===== src/core/irpe_pkg.sv =====
// constants, types and overview for the infrared pulse encoder/decoder
// Overview of operation
// crystal clock divided by 2,4,12,24,6,48,96 per the three rate-select inputs
// encode and decode timed by a 16x baud tick; one bit is 16 ticks
// one optical pulse is emitted for every space bit on serial transmit input
// a mark bit leaves the optical output low with no pulse
// after transmit falling edge wait 7 ticks, drive high 3 ticks, then low
// consecutive space bits give pulses one bit time apart
// every falling edge on optical receive input is one received pulse; the code drops edges that arrive while its 8-entry receive queue is full
// each received pulse drives serial receive output low for 16 ticks
// uart should hold transmit input high while idle
// while oscillator sleep is high nothing is sent or received
// monoshot mode: each modulation rising edge gives 6 crystal cycles high
// monoshot pulse length is fixed whatever the rate-select code
// clock select high uses external 16x clock and stops the oscillator
// oneshot mode input high selects monoshot transmit mode
// monoshot mode only with the crystal clock, never with external clock; monoshot is not gated by clock select here
// active-low state reset returns encode and decode machine to idle
// divided crystal clock is the internal 16x tick when selected
// rate code 111 is undefined; handled as divide by 2
package irpe_pkg;
   localparam logic [6:0] DIV_RATE_000  = 7'h02;
   localparam logic [6:0] DIV_RATE_001  = 7'h04;
   localparam logic [6:0] DIV_RATE_010  = 7'h0c;
   localparam logic [6:0] DIV_RATE_011  = 7'h18;
   localparam logic [6:0] DIV_RATE_100  = 7'h06;
   localparam logic [6:0] DIV_RATE_101  = 7'h30;
   localparam logic [6:0] DIV_RATE_110  = 7'h60;
   localparam logic [6:0] DIV_RESET     = 7'h00;
   localparam logic [3:0] ENC_PULSE_LO  = 4'h7;
   localparam logic [3:0] ENC_PULSE_HI  = 4'h9;
   localparam logic [3:0] BIT_LAST_TICK = 4'hf;
   localparam logic [3:0] CNT_RESET     = 4'h0;
   localparam logic [2:0] MONO_CYCLES   = 3'h6;
   localparam logic [2:0] MONO_RESET    = 3'h0;
   localparam int         FIFO_WIDTH    = 1;
   localparam int         FIFO_DEPTH    = 8;

   typedef struct packed {
      logic       tx;
      logic       rx;
      logic       ext_clk;
      logic       clk_sel;
      logic       mono;
      logic       sleep;
      logic       rst_n;
      logic [2:0] rate;
   } irpe_pins_s;

   localparam irpe_pins_s PINS_RESET = '{tx: 1'b1, rx: 1'b1, ext_clk: 1'b0,
      clk_sel: 1'b0, mono: 1'b0, sleep: 1'b0, rst_n: 1'b1, rate: 3'h0};

   typedef enum logic {ENC_IDLE, ENC_SLOT} irpe_enc_e;
endpackage


===== src/core/irpe_fifo.sv =====
// small synchronous fifo with valid/ready on both sides
`timescale 1ns/10ps
module irpe_fifo
   import irpe_pkg::*;
#(
   parameter int WIDTH = 1,
   parameter int DEPTH = 8
) (
   input  wire logic             i_clk,
   input  wire logic             i_rst,
   input  wire logic             i_ce,
   input  wire logic             i_in_valid,
   output logic                  o_in_ready,
   input  wire logic [WIDTH-1:0] i_in_data,
   output logic                  o_out_valid,
   input  wire logic             i_out_ready,
   output logic      [WIDTH-1:0] o_out_data
);
   localparam int AW = $clog2(DEPTH);

   logic [WIDTH-1:0] mem [DEPTH];
   logic [AW-1:0]    wr_ptr;
   logic [AW-1:0]    rd_ptr;
   logic [AW:0]      count;
   logic [AW-1:0]    next_wr_ptr;
   logic [AW-1:0]    next_rd_ptr;
   logic [AW:0]      next_count;
   logic             push;
   logic             pop;

   assign o_in_ready  = (count != DEPTH[AW:0]);
   assign o_out_valid = (count != '0);
   assign o_out_data  = mem[rd_ptr];
   assign push        = i_in_valid && o_in_ready;
   assign pop         = i_out_ready && o_out_valid;

   always_comb begin
      next_wr_ptr = push ? AW'(wr_ptr + 1'b1) : wr_ptr;
      next_rd_ptr = pop ? AW'(rd_ptr + 1'b1) : rd_ptr;
      next_count  = count;
      if (push && !pop) begin
         next_count = (AW+1)'(count + 1'b1);
      end else if (pop && !push) begin
         next_count = (AW+1)'(count - 1'b1);
      end
   end

   always_ff @(posedge i_clk) begin
      if (i_rst) begin
         wr_ptr <= '0;
         rd_ptr <= '0;
         count  <= '0;
      end else if (i_ce) begin
         wr_ptr <= next_wr_ptr;
         rd_ptr <= next_rd_ptr;
         count  <= next_count;
      end
   end

   always_ff @(posedge i_clk) begin
      if (i_ce && push) begin
         mem[wr_ptr] <= i_in_data;
      end
   end
endmodule


===== src/core/irpe_top.sv =====
// infrared pulse encoder/decoder core
`timescale 1ns/10ps
module irpe_top
   import irpe_pkg::*;
(
   input  wire logic I_CORE_CLK,
   input  wire logic I_RST,
   input  wire logic I_CE,
   input  wire logic I_TX_SERIAL,
   output logic      O_RX_SERIAL,
   input  wire logic I_OPTICAL_RX_IN,
   output logic      O_OPTICAL_TX_OUT,
   input  wire logic I_RATE_SEL_BIT0,
   input  wire logic I_RATE_SEL_BIT1,
   input  wire logic I_RATE_SEL_BIT2,
   input  wire logic I_CLK_SEL,
   input  wire logic I_ONESHOT_MODE_IN,
   input  wire logic I_OSC_SLEEP_IN,
   input  wire logic I_STATE_RESET_N,
   input  wire logic I_BAUD_X16_CLOCK
);
   irpe_pins_s pins_raw;
   irpe_pins_s pins_meta;
   irpe_pins_s pins;
   irpe_pins_s pins_prev;
   logic       state_rst;
   logic       active;
   logic       tick;
   logic       ext_rise;
   logic       div_hit;
   logic [6:0] divisor;
   logic [6:0] div_cnt;
   logic [6:0] next_div_cnt;
   irpe_enc_e  enc_state;
   irpe_enc_e  next_enc_state;
   logic [3:0] enc_cnt;
   logic [3:0] next_enc_cnt;
   logic       enc_busy;
   logic       enc_high;
   logic       next_enc_high;
   logic       tx_fall;
   logic [2:0] mono_cnt;
   logic [2:0] next_mono_cnt;
   logic       mono_start;
   logic       tx_out;
   logic       next_tx_out;
   logic       rx_fall;
   logic       fifo_in_ready;
   logic       fifo_out_valid;
   logic       fifo_pop;
   logic       str_busy;
   logic       next_str_busy;
   logic [3:0] str_cnt;
   logic [3:0] next_str_cnt;
   logic       rx_out;
   logic       next_rx_out;

   // two-stage capture of every pin
   always_comb begin
      pins_raw.tx      = I_TX_SERIAL;
      pins_raw.rx      = I_OPTICAL_RX_IN;
      pins_raw.ext_clk = I_BAUD_X16_CLOCK;
      pins_raw.clk_sel = I_CLK_SEL;
      pins_raw.mono    = I_ONESHOT_MODE_IN;
      pins_raw.sleep   = I_OSC_SLEEP_IN;
      pins_raw.rst_n   = I_STATE_RESET_N;
      pins_raw.rate    = {I_RATE_SEL_BIT2, I_RATE_SEL_BIT1, I_RATE_SEL_BIT0};
   end

   always_ff @(posedge I_CORE_CLK) begin
      if (I_RST) begin
         pins_meta <= PINS_RESET;
         pins      <= PINS_RESET;
         pins_prev <= PINS_RESET;
      end else if (I_CE) begin
         pins_meta <= pins_raw;
         pins      <= pins_meta;
         pins_prev <= pins;
      end
   end

   assign state_rst = I_RST || !pins.rst_n;
   assign active    = !pins.sleep;

   // tick source: external 16x clock or divided crystal
   always_comb begin
      case (pins.rate)
         3'h0:    divisor = DIV_RATE_000;
         3'h1:    divisor = DIV_RATE_001;
         3'h2:    divisor = DIV_RATE_010;
         3'h3:    divisor = DIV_RATE_011;
         3'h4:    divisor = DIV_RATE_100;
         3'h5:    divisor = DIV_RATE_101;
         3'h6:    divisor = DIV_RATE_110;
         default: divisor = DIV_RATE_000;
      endcase
   end

   assign ext_rise = pins.ext_clk && !pins_prev.ext_clk;
   assign div_hit  = (div_cnt == 7'(divisor - 1'b1));
   // oscillator stops when external clock or sleep is selected
   assign tick     = active && (pins.clk_sel ? ext_rise : div_hit);

   always_comb begin
      next_div_cnt = div_cnt;
      if (pins.clk_sel || pins.sleep) begin
         next_div_cnt = DIV_RESET;
      end else if (div_hit || div_cnt >= divisor) begin
         next_div_cnt = DIV_RESET;
      end else begin
         next_div_cnt = 7'(div_cnt + 1'b1);
      end
   end

   always_ff @(posedge I_CORE_CLK) begin
      if (I_RST) begin
         div_cnt <= DIV_RESET;
      end else if (I_CE) begin
         div_cnt <= next_div_cnt;
      end
   end

   // encoder: one bit slot of 16 ticks per space bit
   assign tx_fall  = !pins.tx && pins_prev.tx;
   assign enc_busy = (enc_state == ENC_SLOT);

   always_comb begin
      next_enc_state = enc_state;
      next_enc_cnt   = enc_cnt;
      case (enc_state)
         ENC_IDLE: begin
            if (tx_fall && active) begin
               next_enc_state = ENC_SLOT;
               next_enc_cnt   = CNT_RESET;
            end
         end
         ENC_SLOT: begin
            if (!active) begin
               next_enc_state = ENC_IDLE;
               next_enc_cnt   = CNT_RESET;
            end else if (tick) begin
               next_enc_cnt = 4'(enc_cnt + 1'b1);
               if (enc_cnt == BIT_LAST_TICK) begin
                  next_enc_state = pins.tx ? ENC_IDLE : ENC_SLOT;
               end
            end
         end
         default: begin
            next_enc_state = ENC_IDLE;
            next_enc_cnt   = CNT_RESET;
         end
      endcase
      // high from tick 7 through tick 9 of the slot
      next_enc_high = (next_enc_state == ENC_SLOT) && (next_enc_cnt >= ENC_PULSE_LO)
                      && (next_enc_cnt <= ENC_PULSE_HI);
   end

   // monoshot stretches each modulation rising edge to 6 crystal cycles
   assign mono_start = pins.mono && next_enc_high && !enc_high;

   always_comb begin
      next_mono_cnt = mono_cnt;
      if (mono_start) begin
         next_mono_cnt = MONO_CYCLES;
      end else if (mono_cnt != MONO_RESET) begin
         next_mono_cnt = 3'(mono_cnt - 1'b1);
      end
      next_tx_out = pins.mono ? (next_mono_cnt != MONO_RESET) : next_enc_high;
   end

   always_ff @(posedge I_CORE_CLK) begin
      if (state_rst) begin
         enc_state <= ENC_IDLE;
         enc_cnt   <= CNT_RESET;
         enc_high  <= 1'b0;
         mono_cnt  <= MONO_RESET;
         tx_out    <= 1'b0;
      end else if (I_CE) begin
         enc_state <= next_enc_state;
         enc_cnt   <= next_enc_cnt;
         enc_high  <= next_enc_high;
         mono_cnt  <= next_mono_cnt;
         tx_out    <= next_tx_out;
      end
   end

   assign O_OPTICAL_TX_OUT = tx_out;

   // decoder: received pulses queue up, each stretched to one bit
   assign rx_fall  = !pins.rx && pins_prev.rx && active;
   assign fifo_pop = !str_busy && fifo_out_valid && active;

   irpe_fifo #(
      .WIDTH (FIFO_WIDTH),
      .DEPTH (FIFO_DEPTH)
   ) u_rx_fifo (
      .i_clk       (I_CORE_CLK),
      .i_rst       (state_rst),
      .i_ce        (I_CE),
      .i_in_valid  (rx_fall),
      .o_in_ready  (fifo_in_ready),
      .i_in_data   (1'b0),
      .o_out_valid (fifo_out_valid),
      .i_out_ready (fifo_pop),
      .o_out_data  ()
   );

   always_comb begin
      next_str_busy = str_busy;
      next_str_cnt  = str_cnt;
      if (!active) begin
         next_str_busy = 1'b0;
         next_str_cnt  = CNT_RESET;
      end else if (fifo_pop) begin
         next_str_busy = 1'b1;
         next_str_cnt  = CNT_RESET;
      end else if (str_busy && tick) begin
         next_str_cnt = 4'(str_cnt + 1'b1);
         if (str_cnt == BIT_LAST_TICK) begin
            next_str_busy = 1'b0;
         end
      end
      next_rx_out = !next_str_busy;
   end

   always_ff @(posedge I_CORE_CLK) begin
      if (state_rst) begin
         str_busy <= 1'b0;
         str_cnt  <= CNT_RESET;
         rx_out   <= 1'b1;
      end else if (I_CE) begin
         str_busy <= next_str_busy;
         str_cnt  <= next_str_cnt;
         rx_out   <= next_rx_out;
      end
   end

   assign O_RX_SERIAL = rx_out;
endmodule


===== config.mk =====
export PLATFORM = sky130hd
export DESIGN_NAME = irpe_top
export DESIGN_NICKNAME = d
export VERILOG_FILES = /design/src/core/irpe_pkg.sv /design/src/core/irpe_fifo.sv /design/src/core/irpe_top.sv
export SDC_FILE = /design/constraint.sdc
export NUM_CORES = 1
export LEC_CHECK = 0
export BUFFER_PORTS_ARGS = -buffer_cell sky130_fd_sc_hd__buf_2
export CAP_MARGIN = 20
export CORE_UTILIZATION = 65
export CTS_BUF_LIST = sky130_fd_sc_hd__clkbuf_4
export DETAILED_ROUTE_END_ITERATION = 16
export PLACE_DENSITY = 0.87
export SLEW_MARGIN = 20
export SYNTH_ARGS = -nofsm -noshare
export SYNTH_HDL_FRONTEND = slang
export SYNTH_SLANG_ARGS = --single-unit

===== constraint.sdc =====
create_clock -name I_CORE_CLK -period 7.2 [get_ports I_CORE_CLK]
set_input_delay 0.36 -clock I_CORE_CLK [delete_from_list [all_inputs] [get_ports I_CORE_CLK]]
set_output_delay 0.36 -clock I_CORE_CLK [all_outputs]
set_load 0.02 [all_outputs]

==> results.yml <==
sta:
  hold_violations: 0
  period_needed_ns: 3.66
  drv_slew: 0
  fmax_mhz: 273
  timing.setup.tns_ns: 0
  layout_setup_ws_ns: 3.54
  fin_crit_sh_pct: 50.9
  finalClockSkew_ns: 0.0113
  worstMarginPinSlew_ns: 0.795
  rsz0062_at_grt: "no"
  setup_viol: 0
  maxSlewHeadroom_pct: 47.0
routing:
  wl_met2_um: 2400
  wl_met1_um: 2840
  drt-initial-drc-count: 171
  drt-total-wl_um: 5480
  num_vias: 2308
  firstDrtPassIters: 4
  maxUsedRoutingLayer: "met4"
  wl_per_cell_um: 14.3
  via_per_inst: 6.03
  route.met3.wl_um: 165
  ant_nets: 0
  drc: 0
cells_and_area:
  syn_to_final_growth_pct: 4.90
  num_antenna_cells: 0
  utilization_pct: 73.7
  fin_nets: 362
  fillerInstances: 313
  fin_cells: 383
  drive_above_1_share_pct: 9.61
cts:
  root_buffer: "clkbuf_4"
  htree_levels: 2
  clk_pin_slew_ns: 0.15
  clk_path_buf_depth: 2
  cts_buffers: 5
  clk_latency_ns: 0.39
  post_cts_buffers: 0
  cts_resized: 0
  cts_hold_buf: 0
  clock-sinks: 50
  cts_tree: "done"
floorplanning:
  initial_core_util_pct: 70.3
  die_w_um: 68.9
  die-height_um: 68.9
  die-area_sq_mm: 0.00475
  row_count: 23
  boundaryPins: 15
  core_sq_mm: 0.00414
placement:
  io_buffers: 14
  gp_congestion: 0.858
  dp_cells: 375
  place_hpwl_um: 3790
  dp_worst_setup_slack_ns: 3.58
global_routing:
  grt_use_total_pct: 26.6
  grt_remaining_overflow: 0
  grt_pass1_vias: 2077
  antenna_found_initial: 0
  grt_first_pass_wirelength_um: 9380
  grt_max_degree: 53
setup_path:
  cp-start-kind: "register"
  endpoint_kind: "register"
  critPathMaxFanout: 14
  startpoint: "pins[1]"
  arrival_ns: 3.97
  reg2reg_from: "pins[1]"
  path_class: "register to register"
  required_ns: 7.51
synthesis:
  avgSynthCellArea_sq_um: 8.91
  synthArstFlopShare_pct: 0
  ys_seq_area_share_pct: 34.4
  syn_inst: 327
  synth_seq_cells: 50
  synth_area_sq_mm: 0.00291
  ys_warn_count: 0
  synth_ff_type: "dfxtp_1"
  syn_nets: 357
  synth_enable_flop_cells: 0
  synth.distinct_cells: 64
power_and_ir_drop:
  finalPower_w: 0.000709
  powerDensity_mw_per_mm2: 232
  p_leak_nw: 1.22
  ir_worst_vdd_v: 0.000226
hold_path:
  hp-class: "input port to register"
  hold_start: "I_TX_SERIAL"
status:
  run_status: "complete, no violations"
job:
  cap_violations: 0
## worst max-delay path, cell delays in order, from the launching register on
cell and delay (ns):
dfxtp_1 0.63, xor2_1 0.16, o21ai_0 0.26, ha_1 0.29, xnor2_1 0.16, a2111oi_4 0.41
o311ai_4 0.20, o31ai_4 0.44, a311oi_1 0.22, a211o_1 0.28, o22a_1 0.23, a21boi_1 0.16
a211oi_2 0.14
## synthesized netlist by cell type (2+ instances only)
library cell	instances	area, sq um
nand4b_1	2	17.5
a21o_1	4	30.0
nor4b_1	2	17.5
nor3_1	10	50.1
nor2b_1	10	62.6
nor3b_1	2	15.0
a21oi_1	14	70.1
o21a_1	4	30.0
inv_1	11	41.3
nor4_1	2	12.5
a21boi_1	2	15.0
and3_1	5	31.3
o21ai_0	13	65.1
buf_1	3	11.3
a211oi_1	4	30.0
xnor2_1	7	61.3
a22oi_1	3	22.5
nor2_1	40	150
o21ai_1	2	10.0
a211o_1	9	78.8
clkbuf_1	11	41.3
o22ai_1	2	12.5
buf_6	2	22.5
dfxtp_1	50	1000
nand3_1	10	50.1
nand3b_1	7	52.6
nand2b_1	5	31.3
nand2_1	15	56.3
a311oi_1	5	43.8
mux2i_1	19	190
ha_1	16	200
xor2_1	4	35.0
## layout by cell type, fill, tap and decap left out, types with 5 or more instances in the layout
master,synthesis,final
a211o_1,9,9
a21oi_1,14,14
a311oi_1,5,5
and3_1,5,5
buf_2,0,14
clkbuf_4,0,5
dfxtp_1,50,50
ha_1,16,16
inv_1,11,11
mux2i_1,19,19
nand2_1,15,15
nand2b_1,5,5
nand3_1,10,10
nand3b_1,7,7
nor2_1,40,40
nor2b_1,10,10
nor3_1,10,10
o21ai_0,13,13
xnor2_1,7,7
## metal layers
| layer | GRT usage, % | vias to the layer above |
|---|---|---|
| li1 | - | 1207 |
| met1 | 37.3 | 1057 |
| met2 | 39.8 | 36 |
| met3 | 5.43 | 8 |
| met4 | 9.69 | 0 |
| met5 | 0 | - |
## final timing paths
check	endpoint	slack, ns	cells after the start
worst max register to register	mono_cnt[1]	3.54	12
worst min-delay path	pins_meta[9]	0.17	2
worst min register to register	pins[3]	0.48	1
worst max-delay path	mono_cnt[1]	3.54	12
## power breakdown
| part | internal, W | switching (W) | leakage, nW |
|---|---|---|---|
| Combinational | 0.0000943 | 0.000111 | 0.767 |
| Clock | 0.0000751 | 0.0000989 | 0.0458 |
| Sequential | 0.000301 | 0.0000289 | 0.409 |
| Total | 0.000471 | 0.000239 | 1.22 |
## final cells by class
cell class              instances  area (sq um)  share of cell area [%]
multi-input cells             249          1790                    58.5
flip-flops and latches         50          1000                    32.8
repair buffers                 15          77.6                    2.54
well taps                      50          62.6                    2.05
clock inverters                 3          47.5                    1.56
inverters                      11          41.3                    1.35
clock buffers                   5          37.5                    1.23
## stage by stage
stage / hold WS (ns) / cell area, sq um
floorplan: 0.431 / 2910
global placement: 0.436 / 2970
detailed placement: 0.444 / 2970
CTS: 0.167 / 3060
global route: 0.162 / 3060
finish: 0.170 / 3060
## kinds of logic (layout without fill, tap and decap cells)
group                      after synthesis  in the layout  synth area share [%]
AOI/OAI and AO/OA                       83             83                  22.4
xor gates and xnor gates                11             11                  3.31
adders and majority gates               17             17                  7.56
buffers and inverters                   28             34                  4.25
DFF                                     50             50                  34.4
muxes                                   19             19                  6.53
and+or+nand+nor                        119            119                  21.6
## registers in the layout, indices dropped and copies added (netlist names), 3 cells and up
register,cells
pins_meta,10
u_rx_fifo.count,4
enc_cnt,4
pins_prev,3
pins,10
div_cnt,7
str_cnt,4
mono_cnt,3
(Power assumes the default switching activity.)
